## config.mk

```make
export PLATFORM = sky130hd
export DESIGN_NAME = tx_modulation_fec_encoder
export DESIGN_NICKNAME = d
export VERILOG_FILES = /design/src/core/txmod_pkg.sv /design/src/core/tx_modulation_fec_encoder.sv
export VERILOG_INCLUDE_DIRS = /design/src /design/src/core
export SDC_FILE = /design/constraint.sdc
export NUM_CORES = 1
export LEC_CHECK = 0
export ABC_AREA = 0
export BUFFER_PORTS_ARGS = -buffer_cell sky130_fd_sc_hd__buf_2
export CAP_MARGIN = 20
export CORE_ASPECT_RATIO = 1.1
export CORE_UTILIZATION = 25
export DETAILED_ROUTE_END_ITERATION = 8
export PLACE_DENSITY_LB_ADDON = 0.05
export SYNTH_ARGS = -nofsm -noshare
export SYNTH_HDL_FRONTEND = slang
export SYNTH_SLANG_ARGS = --single-unit
```

## constraint.sdc

```tcl
create_clock -name clk -period 6.86 [get_ports clk]
set_input_delay 1.372 -clock clk [delete_from_list [all_inputs] [get_ports clk]]
set_output_delay 1.372 -clock clk [all_outputs]
set_load 0.01 [all_outputs]
```

## src/core/txmod_defs.svh

```systemverilog
`ifndef TXMOD_DEFS_SVH
`define TXMOD_DEFS_SVH
// Register offsets
`define ADDR_PIN_CFG_C      8'h00
`define ADDR_PIN_CFG_A      8'h01
`define ADDR_PKT_CTRL0      8'h02
`define ADDR_PKT_LEN        8'h03
`define ADDR_MDM_CFG2       8'h04
`define ADDR_MDM_CFG1       8'h05
`define ADDR_DEVIATION      8'h06
`define ADDR_ASK_DEPTH      8'h07
`define ADDR_COMMAND        8'h08
`define ADDR_FIFO_DATA      8'h09
`define ADDR_PKT_STATUS     8'h10
`define ADDR_FIFO_COUNT     8'h11
`define ADDR_RADIO_STATE    8'h12
// Field positions
`define WHITEN_BIT          6
`define MANCH_BIT           3
`define FEC_BIT             7
`define MODF_MSB            6
`define MODF_LSB            4
`define DEV_E_MSB           6
`define DEV_E_LSB           4
`define DEV_M_MSB           2
`define DEV_M_LSB           0
`define STAT_PIN_A_BIT      0
`define STAT_PIN_C_BIT      2
// Reset values
`define PIN_CFG_RST         8'h00
`define PKT_CTRL0_RST       8'h40
`define PKT_LEN_RST         8'h04
`define MDM_CFG2_RST        8'h00
`define MDM_CFG1_RST        8'h00
`define DEVIATION_RST       8'h47
`define ASK_DEPTH_RST       8'h40
// Selector codes and encodings
`define SEL_FIFO_THR        6'h02
`define SEL_FIFO_FULL       6'h03
`define SEL_SYNC_PKT        6'h06
`define MOD_2FSK            3'h0
`define MOD_GFSK            3'h1
`define MOD_ASK             3'h3
`define MOD_MSK             3'h7
`define CMD_TX              8'h01
`define CMD_IDLE            8'h02
`define CMD_FLUSH           8'h03
// Packet and coder constants
`define FIFO_DEPTH          7'h40
`define FIFO_THRESHOLD      7'h21
`define PREAMBLE_BYTES      8'h04
`define PREAMBLE_BYTE       8'hAA
`define SYNC_HI             8'hD3
`define SYNC_LO             8'h91
`define TERM_BYTE           8'h0B
`define CONV_POLY_A         4'b1011
`define CONV_POLY_B         4'b1101
`define PN9_SEED            9'h1FF
`define AMP_FULL            8'hFF
// State numbers shown to software
`define STNUM_IDLE          5'h01
`define STNUM_TX            5'h13
`define STNUM_END           5'h14
`define STNUM_UNDER         5'h16
`endif

```

## src/core/txmod_pkg.sv

```systemverilog
`default_nettype none
package txmod_pkg;
   typedef enum logic [2:0] {ST_IDLE, ST_PRE, ST_SYNC, ST_DATA, ST_END, ST_UNDER} tx_state_t;
   typedef logic [7:0] byte_t;
endpackage : txmod_pkg
`default_nettype wire

```

## src/core/tx_modulation_fec_encoder.sv

```systemverilog
// Decided for this implementation: the strobed register port and the address map.
`include "txmod_defs.svh"
`default_nettype none
module tx_modulation_fec_encoder
   import txmod_pkg::*;
(
   input  wire logic                clk,
   input  wire logic                arst_n,
   input  wire logic [7:0]          addr,
   input  wire logic [7:0]          wdata,
   input  wire logic                wr,
   input  wire logic                rd,
   output logic      [7:0]          rdata,
   output logic      [7:0]          status_byte,
   input  wire logic                sym_clk,
   output logic                     general_output_pin_a,
   output logic                     general_output_pin_c,
   output logic                     tx_symbol,
   output logic signed [11:0]       freq_offset,
   output logic                     pa_enable,
   output logic      [7:0]          pa_amplitude,
   output logic      [2:0]          msk_transition
);
   import txmod_pkg::*;

   byte_t       pin_cfg_c_reg, pin_cfg_a_reg, packet_control_zero, pkt_len_reg;
   byte_t       modem_config_second, modem_config_first, deviation_reg, ask_depth_reg;
   byte_t       fifo_mem [64];
   logic [5:0]  wr_ptr_reg, rd_ptr_reg;
   logic [6:0]  tx_fifo_count_reg;
   tx_state_t   state_reg;
   logic [7:0]  idx_reg;
   logic        half_reg;
   byte_t       hold_reg;
   logic [2:0]  conv_reg;
   logic [8:0]  pn9_reg;
   logic [31:0] chip_reg;
   logic [5:0]  chip_cnt_reg;
   logic        sync_seen_reg;
   logic        sym_meta_reg, sym_sync_reg, sym_prev_reg;
   logic [2:0]  hist_reg;
   logic [4:0]  radio_state_reg;

   logic        sym_en, push, pop, flush, cmd_tx, cmd_idle, load;
   logic [8:0]  total_bytes;
   byte_t       src_byte, white_byte;
   logic [15:0] pair;
   logic [31:0] coded;
   logic [2:0]  conv_next;
   logic [2:0]  mod_fmt;
   logic        fec_on, manch_on, whiten_on;
   logic [10:0] dev_step;
   logic [2:0]  gauss_sum;
   logic [7:0]  amp_target;

   assign mod_fmt   = modem_config_second[`MODF_MSB:`MODF_LSB];
   assign fec_on    = modem_config_first[`FEC_BIT];
   assign manch_on  = modem_config_second[`MANCH_BIT];
   assign whiten_on = packet_control_zero[`WHITEN_BIT];

   // Register writes and command strobes
   assign cmd_tx   = wr && addr == `ADDR_COMMAND && wdata == `CMD_TX;
   assign cmd_idle = wr && addr == `ADDR_COMMAND && wdata == `CMD_IDLE;
   assign flush    = wr && addr == `ADDR_COMMAND && wdata == `CMD_FLUSH;

   always_ff @(posedge clk or negedge arst_n) begin
      if (!arst_n) begin
         pin_cfg_c_reg       <= `PIN_CFG_RST;
         pin_cfg_a_reg       <= `PIN_CFG_RST;
         packet_control_zero <= `PKT_CTRL0_RST;
         pkt_len_reg         <= `PKT_LEN_RST;
         modem_config_second <= `MDM_CFG2_RST;
         modem_config_first  <= `MDM_CFG1_RST;
         deviation_reg       <= `DEVIATION_RST;
         ask_depth_reg       <= `ASK_DEPTH_RST;
      end else if (wr) begin
         if (addr == `ADDR_PIN_CFG_C) begin
            pin_cfg_c_reg <= wdata;
         end else if (addr == `ADDR_PIN_CFG_A) begin
            pin_cfg_a_reg <= wdata;
         end else if (addr == `ADDR_PKT_CTRL0) begin
            packet_control_zero <= wdata;
         end else if (addr == `ADDR_PKT_LEN) begin
            pkt_len_reg <= wdata;
         end else if (addr == `ADDR_MDM_CFG2) begin
            modem_config_second <= wdata;
         end else if (addr == `ADDR_MDM_CFG1) begin
            modem_config_first <= wdata;
         end else if (addr == `ADDR_DEVIATION) begin
            deviation_reg <= wdata;
         end else if (addr == `ADDR_ASK_DEPTH) begin
            ask_depth_reg <= wdata;
         end
      end
   end

   // Read data, one cycle after the strobe; unmapped reads return zero
   always_ff @(posedge clk or negedge arst_n) begin
      if (!arst_n) begin
         rdata <= 8'h00;
      end else if (rd) begin
         if (addr == `ADDR_PIN_CFG_C) begin
            rdata <= pin_cfg_c_reg;
         end else if (addr == `ADDR_PIN_CFG_A) begin
            rdata <= pin_cfg_a_reg;
         end else if (addr == `ADDR_PKT_CTRL0) begin
            rdata <= packet_control_zero;
         end else if (addr == `ADDR_PKT_LEN) begin
            rdata <= pkt_len_reg;
         end else if (addr == `ADDR_MDM_CFG2) begin
            rdata <= modem_config_second;
         end else if (addr == `ADDR_MDM_CFG1) begin
            rdata <= modem_config_first;
         end else if (addr == `ADDR_DEVIATION) begin
            rdata <= deviation_reg;
         end else if (addr == `ADDR_ASK_DEPTH) begin
            rdata <= ask_depth_reg;
         end else if (addr == `ADDR_PKT_STATUS) begin
            rdata <= {5'h00, general_output_pin_c, 1'b0, general_output_pin_a};
         end else if (addr == `ADDR_FIFO_COUNT) begin
            rdata <= {1'b0, tx_fifo_count_reg};
         end else if (addr == `ADDR_RADIO_STATE) begin
            rdata <= {3'h0, radio_state_reg};
         end else begin
            rdata <= 8'h00;
         end
      end
   end

   // Status byte refreshed on every access: state bits and saturated count
   always_ff @(posedge clk or negedge arst_n) begin
      if (!arst_n) begin
         status_byte <= 8'h00;
      end else if (rd || wr) begin
         status_byte <= {1'b0, state_reg, (tx_fifo_count_reg > 7'h0F) ? 4'hF : tx_fifo_count_reg[3:0]};
      end
   end

   // Transmit FIFO; a push while full is dropped so the count stays honest
   assign push = wr && addr == `ADDR_FIFO_DATA && tx_fifo_count_reg != `FIFO_DEPTH;

   always_ff @(posedge clk) begin
      if (push) begin
         fifo_mem[wr_ptr_reg] <= wdata;
      end
   end

   always_ff @(posedge clk or negedge arst_n) begin
      if (!arst_n) begin
         wr_ptr_reg        <= 6'h00;
         rd_ptr_reg        <= 6'h00;
         tx_fifo_count_reg <= 7'h00;
      end else if (flush) begin
         wr_ptr_reg        <= 6'h00;
         rd_ptr_reg        <= 6'h00;
         tx_fifo_count_reg <= 7'h00;
      end else begin
         if (push) begin
            wr_ptr_reg <= wr_ptr_reg + 6'h01;
         end
         if (pop) begin
            rd_ptr_reg <= rd_ptr_reg + 6'h01;
         end
         if (push && !pop) begin
            tx_fifo_count_reg <= tx_fifo_count_reg + 7'h01;
         end else if (pop && !push) begin
            tx_fifo_count_reg <= tx_fifo_count_reg - 7'h01;
         end
      end
   end

   // Symbol clock arrives from another domain; first flop feeds only the second
   always_ff @(posedge clk or negedge arst_n) begin
      if (!arst_n) begin
         sym_meta_reg <= 1'b0;
         sym_sync_reg <= 1'b0;
         sym_prev_reg <= 1'b0;
      end else begin
         sym_meta_reg <= sym_clk;
         sym_sync_reg <= sym_meta_reg;
         sym_prev_reg <= sym_sync_reg;
      end
   end
   assign sym_en = sym_sync_reg && !sym_prev_reg;

   // Byte source: payload from the FIFO, then termination bytes when FEC is on
   assign total_bytes = fec_on ? ({1'b0, pkt_len_reg} + (pkt_len_reg[0] ? 9'd1 : 9'd2))
                               : {1'b0, pkt_len_reg};
   assign src_byte   = (idx_reg < pkt_len_reg) ? fifo_mem[rd_ptr_reg] : `TERM_BYTE;
   assign white_byte = whiten_on ? (src_byte ^ pn9_reg[7:0]) : src_byte;
   assign pair       = {hold_reg, white_byte};
   assign load       = chip_cnt_reg == 6'h00;
   assign pop        = load && state_reg == ST_DATA && idx_reg < pkt_len_reg && tx_fifo_count_reg != 7'h00;

   // Interleave rows-in columns-out, then convolutional coding with three memory bits
   always_comb begin
      logic [2:0] cs;
      logic       b;
      b     = 1'b0;
      cs    = conv_reg;
      coded = 32'h0000_0000;
      for (int c = 0; c < 4; c++) begin
         for (int r = 0; r < 4; r++) begin
            b = pair[15 - (4 * r + c)];
            coded[31 - 2 * (4 * c + r)] = ^({b, cs} & `CONV_POLY_A);
            coded[30 - 2 * (4 * c + r)] = ^({b, cs} & `CONV_POLY_B);
            cs = {b, cs[2:1]};
         end
      end
      conv_next = cs;
   end

   function automatic logic [31:0] manch(input byte_t d);
      logic [31:0] m;
      m = 32'h0000_0000;
      for (int i = 0; i < 8; i++) begin
         m[31 - 2 * i] = d[7 - i];
         m[30 - 2 * i] = !d[7 - i];
      end
      return m;
   endfunction : manch

   function automatic logic [8:0] pn9_adv8(input logic [8:0] s);
      logic [8:0] v;
      v = s;
      for (int i = 0; i < 8; i++) begin
         v = {v[5] ^ v[0], v[8:1]};
      end
      return v;
   endfunction : pn9_adv8

   // Frame sequencer: loads a chip unit whenever the chip register runs dry
   always_ff @(posedge clk or negedge arst_n) begin
      if (!arst_n) begin
         state_reg     <= ST_IDLE;
         idx_reg       <= 8'h00;
         half_reg      <= 1'b0;
         hold_reg      <= 8'h00;
         conv_reg      <= 3'h0;
         pn9_reg       <= `PN9_SEED;
         chip_reg      <= 32'h0000_0000;
         chip_cnt_reg  <= 6'h00;
         sync_seen_reg <= 1'b0;
      end else if (cmd_idle || (flush && state_reg == ST_UNDER)) begin
         state_reg     <= ST_IDLE;
         chip_cnt_reg  <= 6'h00;
         sync_seen_reg <= 1'b0;
      end else if (load) begin
         case (state_reg)
            ST_IDLE: begin
               if (cmd_tx) begin
                  state_reg <= ST_PRE;
                  idx_reg   <= 8'h00;
               end
            end
            ST_PRE: begin
               chip_reg     <= {`PREAMBLE_BYTE, 24'h00_0000};
               chip_cnt_reg <= 6'd8;
               if (idx_reg != `PREAMBLE_BYTES) begin
                  idx_reg <= idx_reg + 8'h01;
               end
               // Preamble keeps running until the host has queued a byte
               if (idx_reg + 8'h01 >= `PREAMBLE_BYTES && tx_fifo_count_reg != 7'h00) begin
                  state_reg <= ST_SYNC;
                  idx_reg   <= 8'h00;
               end
            end
            ST_SYNC: begin
               chip_reg     <= {(idx_reg == 8'h00) ? `SYNC_HI : `SYNC_LO, 24'h00_0000};
               chip_cnt_reg <= 6'd8;
               idx_reg      <= idx_reg + 8'h01;
               if (idx_reg != 8'h00) begin
                  state_reg     <= ST_DATA;
                  idx_reg       <= 8'h00;
                  half_reg      <= 1'b0;
                  conv_reg      <= 3'h0;
                  pn9_reg       <= `PN9_SEED;
               end
            end
            ST_DATA: begin
               // First data load comes only after the last sync chip has gone out
               sync_seen_reg <= 1'b1;
               if (idx_reg < pkt_len_reg && tx_fifo_count_reg == 7'h00) begin
                  state_reg <= ST_UNDER;
               end else begin
                  idx_reg <= idx_reg + 8'h01;
                  pn9_reg <= pn9_adv8(pn9_reg);
                  if (fec_on && !half_reg) begin
                     hold_reg <= white_byte;
                     half_reg <= 1'b1;
                  end else if (fec_on) begin
                     chip_reg     <= coded;
                     chip_cnt_reg <= 6'd32;
                     conv_reg     <= conv_next;
                     half_reg     <= 1'b0;
                  end else if (manch_on) begin
                     chip_reg     <= manch(white_byte);
                     chip_cnt_reg <= 6'd16;
                  end else begin
                     chip_reg     <= {white_byte, 24'h00_0000};
                     chip_cnt_reg <= 6'd8;
                  end
                  if ({1'b0, idx_reg} + 9'd1 >= total_bytes) begin
                     state_reg <= ST_END;
                  end
               end
            end
            ST_END: begin
               state_reg     <= ST_IDLE;
               sync_seen_reg <= 1'b0;
            end
            default: begin
               state_reg <= ST_UNDER;
            end
         endcase
      end else if (sym_en) begin
         chip_reg     <= {chip_reg[30:0], 1'b0};
         chip_cnt_reg <= chip_cnt_reg - 6'h01;
      end
   end

   always_comb begin
      case (state_reg)
         ST_IDLE:  radio_state_reg = `STNUM_IDLE;
         ST_END:   radio_state_reg = `STNUM_END;
         ST_UNDER: radio_state_reg = `STNUM_UNDER;
         default:  radio_state_reg = `STNUM_TX;
      endcase
   end

   // Output pins, each picking its signal by its select field
   function automatic logic pin_src(input logic [5:0] sel, input logic [6:0] cnt, input logic sy);
      if (sel == `SEL_SYNC_PKT) begin
         return sy;
      end else if (sel == `SEL_FIFO_THR) begin
         return cnt >= `FIFO_THRESHOLD;
      end else if (sel == `SEL_FIFO_FULL) begin
         return cnt == `FIFO_DEPTH;
      end
      return 1'b0;
   endfunction : pin_src

   always_ff @(posedge clk or negedge arst_n) begin
      if (!arst_n) begin
         general_output_pin_a <= 1'b0;
         general_output_pin_c <= 1'b0;
      end else begin
         general_output_pin_a <= pin_src(pin_cfg_a_reg[5:0], tx_fifo_count_reg, sync_seen_reg);
         general_output_pin_c <= pin_src(pin_cfg_c_reg[5:0], tx_fifo_count_reg, sync_seen_reg);
      end
   end

   // Modulator: one chip per symbol enable while a frame is on air
   // Widen before shifting so the exponent cannot push bits off a 4-bit mantissa
   assign dev_step  = {7'h00, 4'd8 + {1'b0, deviation_reg[`DEV_M_MSB:`DEV_M_LSB]}}
                          << deviation_reg[`DEV_E_MSB:`DEV_E_LSB];
   assign gauss_sum = 3'({2'b00, hist_reg[0]} + {1'b0, hist_reg[1], 1'b0} + {2'b00, hist_reg[2]});
   assign amp_target = (mod_fmt == `MOD_ASK && !tx_symbol) ? ask_depth_reg : `AMP_FULL;

   always_ff @(posedge clk or negedge arst_n) begin
      if (!arst_n) begin
         tx_symbol <= 1'b0;
         hist_reg  <= 3'h0;
      end else if (sym_en && state_reg != ST_IDLE && state_reg != ST_UNDER) begin
         tx_symbol <= (mod_fmt == `MOD_MSK) ? !chip_reg[31] : chip_reg[31];
         hist_reg  <= {hist_reg[1:0], chip_reg[31]};
      end
   end

   always_ff @(posedge clk or negedge arst_n) begin
      if (!arst_n) begin
         freq_offset    <= 12'sh000;
         pa_enable      <= 1'b0;
         pa_amplitude   <= 8'h00;
         msk_transition <= 3'h0;
      end else begin
         msk_transition <= deviation_reg[`DEV_M_MSB:`DEV_M_LSB];
         pa_enable      <= state_reg != ST_IDLE && state_reg != ST_UNDER
                           && (mod_fmt != `MOD_ASK || tx_symbol || ask_depth_reg != 8'h00);
         // Amplitude walks one step per clock to soften the keying edges
         if (pa_amplitude < amp_target) begin
            pa_amplitude <= pa_amplitude + 8'h01;
         end else if (pa_amplitude > amp_target) begin
            pa_amplitude <= pa_amplitude - 8'h01;
         end
         if (mod_fmt == `MOD_ASK) begin
            freq_offset <= 12'sh000;
         end else if (mod_fmt == `MOD_GFSK) begin
            // Three-tap 1-2-1 smoothing approximates the BT=1 Gaussian at one sample per symbol
            case (gauss_sum)
               3'd0:    freq_offset <= -$signed({1'b0, dev_step});
               3'd1:    freq_offset <= -$signed({2'b00, dev_step[10:1]});
               3'd3:    freq_offset <= $signed({2'b00, dev_step[10:1]});
               3'd4:    freq_offset <= $signed({1'b0, dev_step});
               default: freq_offset <= 12'sh000;
            endcase
         end else begin
            freq_offset <= tx_symbol ? $signed({1'b0, dev_step}) : -$signed({1'b0, dev_step});
         end
      end
   end
endmodule : tx_modulation_fec_encoder
`default_nettype wire

```

# Word level (Yosys, flattened, before mapping)
# Memories as Yosys holds them, arrays and structs flattened.
# Index checks and enable logic that the tools add are counted.
# totals
memories,1
regBits,202
ram_bits,512
# classes
bitwise_logic,18
n_lt_le_gt_ge,7
add_sub_neg,15
shifts,1
n_reduce_logical,109
n_eq_ne,54
muxes,94
# mem_list
name,depth,word_bits,read_ports,rd_ports_with_merged_regs,wr,line,text
fifo_mem,64,8,1,0,1,tx_modulation_fec_encoder.sv:28,byte_t fifo_mem [64];
# op_table
op,count
32-bit 2-to-1 mux,5
8-bit 2-to-1 mux,18
4-bit XOR reduction,32
32-bit case mux with 3 select lines,1
6-bit 2-to-1 mux,10
12-bit case mux with 4 select lines,1
7-bit 2-to-1 mux,6
12-bit 2-to-1 mux,3
3-bit 2-to-1 mux,11
8-bit by 2-bit == test with 1-bit output (second input constant),4
8-bit by 3-bit == test with 1-bit output (second input constant),4
8-bit case mux with 4 select lines,1
31-bit 2-to-1 mux,1
9-bit 2-to-1 mux,3
5-bit AND reduction,5
6-bit by 2-bit == test with 1-bit output (second input constant),4
8-bit by 5-bit == test with 1-bit output (second input constant),3
1-bit 2-to-1 mux,23
1-bit logical AND,21
3-bit inequality test (second input constant),7
9-bit case mux with 2 select lines,1
6-bit AND reduction,3
8-bit by 1-bit adder with 8-bit output (second input constant),2
8-bit by 1-bit == test with 1-bit output (second input constant),2
61 further kinds,127

# Depth between registers and ports, before layout
# logic_depth
word_depth,13
mapped_depth,21

# Worst setup path before layout
# OpenSTA, ideal clock, no wires.
# synth_path
path_type,in2reg
from,input addr[1]
to,register tx_fifo_count_reg[6]
path_stages,14
setup_ps,132
setup_slack_ps,2715
t_arrival_ps,4013
path_buffers,1
t_required_ps,6728
cell_sequence,clkbuf_1 -> nor2b_1 -> nand3_1 -> a21oi_1 -> nand2_1 -> ha_1 -> nor2b_1 -> o21ai_0 -> nand2b_1 -> a21o_1 -> a21oi_1 -> mux2i_1 -> xor2_1 -> nor2_1
# synth_via
elab_chain_len,6
word_cells_on_any_way,12
# synth_rtl
element,line,text
start: declaration,tx_modulation_fec_encoder.sv:9,"input wire logic [7:0] addr,"
8-bit by 4-bit == test with 1-bit output (no source line),-,
1-bit logical AND (no source line) (2 in series),-,
1-bit logical AND or 1-bit logical NOT (tied branches),"tx_modulation_fec_encoder.sv:164, tx_modulation_fec_encoder.sv:166",
7-bit 2-to-1 mux or 1-bit logical AND (tied branches),"tx_modulation_fec_encoder.sv:164, tx_modulation_fec_encoder.sv:166",
7-bit 2-to-1 mux or 3-bit nonzero test (tied branches),-,
end signal: assignment,tx_modulation_fec_encoder.sv:165,tx_fifo_count_reg <= tx_fifo_count_reg + 7'h01;
end signal: assignment,tx_modulation_fec_encoder.sv:167,tx_fifo_count_reg <= tx_fifo_count_reg - 7'h01;
end: declaration,tx_modulation_fec_encoder.sv:30,logic [6:0] tx_fifo_count_reg;
# Parallel ways exist; a longest one is shown, timed or not.
# A chain may end at the register's enable or synchronous reset.

# Worst setup path in the final report
# layout_path
from,register rd_ptr_reg[0]
to,register chip_reg[16]
# layout_via
elab_chain_len,11
word_cells_on_any_way,12
# layout_rtl
element,line,text
start: declaration,tx_modulation_fec_encoder.sv:29,"logic [5:0] wr_ptr_reg, rd_ptr_reg;"
start signal: assignment,tx_modulation_fec_encoder.sv:162,rd_ptr_reg <= rd_ptr_reg + 6'h01;
memory read 64 x 8 bit (*),-,
8-bit 2-to-1 mux (no source line) (*),-,
8-bit bitwise XOR,tx_modulation_fec_encoder.sv:190,assign white_byte = whiten_on ? (src_byte ^ pn9_reg[7:0]) : src_byte;
8-bit 2-to-1 mux (*),tx_modulation_fec_encoder.sv:190,
1-bit logical NOT,tx_modulation_fec_encoder.sv:218,m[30 - 2 * i] = !d[7 - i];
31-bit 2-to-1 mux,tx_modulation_fec_encoder.sv:296,end else if (manch_on) begin
32-bit 2-to-1 mux (*),tx_modulation_fec_encoder.sv:291,end else if (fec_on) begin
32-bit 2-to-1 mux (*),tx_modulation_fec_encoder.sv:288,if (fec_on && !half_reg) begin
32-bit 2-to-1 mux (*),tx_modulation_fec_encoder.sv:283,if (idx_reg < pkt_len_reg && tx_fifo_count_reg == 7'h00) begin
32-bit case mux with 3 select lines (*),tx_modulation_fec_encoder.sv:249,case (state_reg)
32-bit 2-to-1 mux (*),tx_modulation_fec_encoder.sv:248,end else if (load) begin
end signal: assignment,tx_modulation_fec_encoder.sv:257,"chip_reg <= {`PREAMBLE_BYTE, 24'h00_0000};"
end signal: assignment,tx_modulation_fec_encoder.sv:292,chip_reg <= coded;
end signal: assignment,tx_modulation_fec_encoder.sv:297,chip_reg <= manch(white_byte);
end: declaration,tx_modulation_fec_encoder.sv:37,logic [31:0] chip_reg;
# Mark *: on every way between the ends. The rest lies on a longest branch, timed or not. The select of a mux whose other input is x is not followed.

==> results.sh <==
export IMPL_dpl_hpwl_mm=70.3
export IMPL_drt_iter0_markers=1310
export IMPL_cts_setup_buffers=0
export IMPL_synthSimpleGateAreaFrac_pct=7.72
export IMPL_regToRegSetupSlack_ns=2.27
export IMPL_fin_crit_sh_pct=66.9
export IMPL_seq_power_share_pct=38.1
export IMPL_layout_commonest_cell="edfxtp_1"
export IMPL_worst_path_buf_inv=1
export IMPL_insertion_delay_ns=0.66
export IMPL_ys_warn_count=0
export IMPL_power_total_uw=14200
export IMPL_hold_viol=0
export IMPL_peakVddDrop_mv=0.172
export IMPL_cts_htree_levels=3
export IMPL_first_global_vias=20500
export IMPL_fin_area_mm2=0.0374
export IMPL_crit_type="flip-flop to flip-flop"
export IMPL_port_buffers=62
export IMPL_synth_ff_type="edfxtp_1"
export IMPL_synth_seq_cells=714
export IMPL_synth_edf_count=512
export IMPL_die_area_mm2=0.131
export IMPL_setup_violations=0
export IMPL_tightest_slew_ns=1.07
export IMPL_cp_endpoint="chip_reg[16]"
export IMPL_floorplan_io_pins=64
export IMPL_die_h_um=380
export IMPL_largest_reg_flops=512
export IMPL_hold_path_class="flip-flop to flip-flop"
export IMPL_crit_fanout=43
export IMPL_syn_area_per_cell_um2=14.5
export IMPL_drcViolationCount=0
export IMPL_synthXorXnorAreaFrac_pct=3.41
export IMPL_fp_coreArea_mm2=0.129
export IMPL_p_int_uw=9240
export IMPL_num_rows=138
export IMPL_ant_nets=0
export IMPL_syn_inst=2233
export IMPL_swShare_pct=34.7
export IMPL_die_w_um=345
export IMPL_antenna_found_initial=4
export IMPL_clock_path_buffers=3
export IMPL_area_growth_pct=15.5
export IMPL_drv_cap=0
export IMPL_grtUsageMet2_pct=26.8
export IMPL_clkSlewWorstSetupHoldPaths_ns=0.06
export IMPL_slew_headroom_pct=26.9
export IMPL_r2r_cells=10
export IMPL_netlist_area_mm2=0.0324
export IMPL_fmaxAchievable_mhz=218
export IMPL_required_ns=7.35
export IMPL_tritoncts="yes"
export IMPL_yosys_cell_types_count=85
export IMPL_place_area_mm2=0.0347
export IMPL_clock_sinks=714
export IMPL_async_reset_ff_share_pct=28.3
export IMPL_cp_depth=10
export IMPL_rsz0062_at_grt="false"
export IMPL_cp_cell_sequence="buf_4 > mux4_2 > mux4_2 > nand2_1 > o21ai_0 > o211ai_2 > xor2_4 > xnor3_1 > a211oi_1 > a311oi_1"
export IMPL_grt_pass1_wl_mm=154
export IMPL_clock_skew_ns=0.0247
export IMPL_clockRootBuffer="clkbuf_16"
export IMPL_place_gp_congestion=0.776
export IMPL_startpoint_type="flip-flop"
export IMPL_regToRegStartpoint="rd_ptr_reg[0]"
export IMPL_ys_seq_area_share_pct=63.1
export IMPL_drt_pass1_iterations=7
export IMPL_grt_max_degree=82
export IMPL_drive_gt1_share_pct=21.1
export IMPL_grt_busiest_layer="met2"
export IMPL_cp_arrival_ns=5.07
export IMPL_synth_fa_ha_area_share_pct=1.94
export IMPL_powerDensity_mw_per_mm2=378
export IMPL_cts_hold_buf=0
export IMPL_final_min_clock_period_ns=4.59
export IMPL_final_cell_mix="edfxtp_1 (512), nor2_1 (192), dfrtp_1 (183)"
export IMPL_wl_mm=106
export IMPL_clock_power_share_pct=31.5
export IMPL_pwr_share_comb_pct=30.4
export IMPL_start_util_pct=25.2
export IMPL_endpoint_kind="flip-flop"
export IMPL_cts_resized_gates=0
export IMPL_grtUsageMet3_pct=2.72
export IMPL_synth_compound_area_share_pct=7.78
export IMPL_report_final_slew_viol_count=0
export IMPL_fin_cells=4073
export IMPL_dr_total_vias=19600
export IMPL_nets=2390
export IMPL_place_inst=3909
export IMPL_synth_top_family_by_area="multiplexers"
export IMPL_grt_usage_pct=16.2
export IMPL_path_common_cell="mux4_2"
export IMPL_numCtsBuffers=89
export IMPL_holdWs_ns=0.352
export IMPL_status="finished clean"
export IMPL_via_per_inst=4.80
export IMPL_overflow=0
export IMPL_max_stage_delay_ns=1.04
export IMPL_p_leak_uw=0.0134
export IMPL_switchingPower_uw=4920
export IMPL_worstReg2RegEnd="chip_reg[16]"
export IMPL_synthMuxAreaShare_pct=13.7
export IMPL_setup_tns_final_ns=0
export IMPL_crit_start="rd_ptr_reg[0]"
export IMPL_path_delay_family="multiplexers"
export IMPL_wl_per_cell_um=26.1
export IMPL_synth_nets=2303
export IMPL_use_met1_pct=21.7
export IMPL_cp_slowest_cell="dfrtp_4"
[through the flow]
step	util [%]	setup WS, ns
after floorplan	-	2.71
after global placement	27.0	1.75
after detailed placement	27.0	1.73
after CTS	29.1	2.13
after global routing	29.1	1.84
final	29.1	2.27
[layout make-up]
class	instances	area, um2
inverters	39	146
clock buffers	107	2350
repair buffers	119	779
multi-input cells	1357	11200
fillers	12900	91200
clock inverters	54	368
flip-flops and latches	714	20500
well taps	1680	2100
diodes	3	7.51
[cell usage after synthesis, types with 35 or more instances]
cell | count | area [um2]
a21oi_1 | 77 | 385
clkbuf_1 | 78 | 293
dfrtp_1 | 186 | 4650
edfxtp_1 | 512 | 15400
ha_1 | 47 | 588
inv_1 | 38 | 143
mux2_2 | 83 | 935
mux2i_1 | 64 | 641
mux4_2 | 127 | 2860
nand2_1 | 152 | 571
nand3_1 | 43 | 215
nor2_1 | 192 | 721
o21ai_0 | 95 | 475
xnor2_1 | 63 | 552
xor2_1 | 35 | 307
[metal layers]
metal,wire length [um],vias to the layer above
met1,47600,10200
met4,2570,2
li1,-,8778
met5,11,-
met2,51200,434
met3,4900,131
[how the worst min path moves through the flow]
stage          depth (start not counted)  slack, ns           end         start
2_1_floorplan                          0       0.33  sym_sync_reg  sym_meta_reg
3_3_place_gp                           0       0.35  sym_sync_reg  sym_meta_reg
3_5_place_dp                           0       0.35  sym_prev_reg  sym_sync_reg
4_1_cts                                0       0.36  sym_sync_reg  sym_meta_reg
5_1_grt                                0       0.37  sym_sync_reg  sym_meta_reg
6_report                               0       0.35  sym_sync_reg  sym_meta_reg
[cells by family after synthesis]
group,Yosys count
xor gates and xnor gates,110
muxes,274
AOI/OAI and AO/OA,381
DFF,714
adders and majority gates,49
and+or+nand+nor,542
buffers and inverters,162
other,1
[power groups by stage]
stage	Combinational, uW	Clock (uW)	Sequential [uW]
after floorplan	3070	0	5160
after global placement	4400	0	5500
after detailed placement	4380	0	5500
after CTS	4400	4610	5420
after global routing	4650	4770	5450
final	4300	4460	5400
Note: power is estimated with default switching activity, not from simulation.
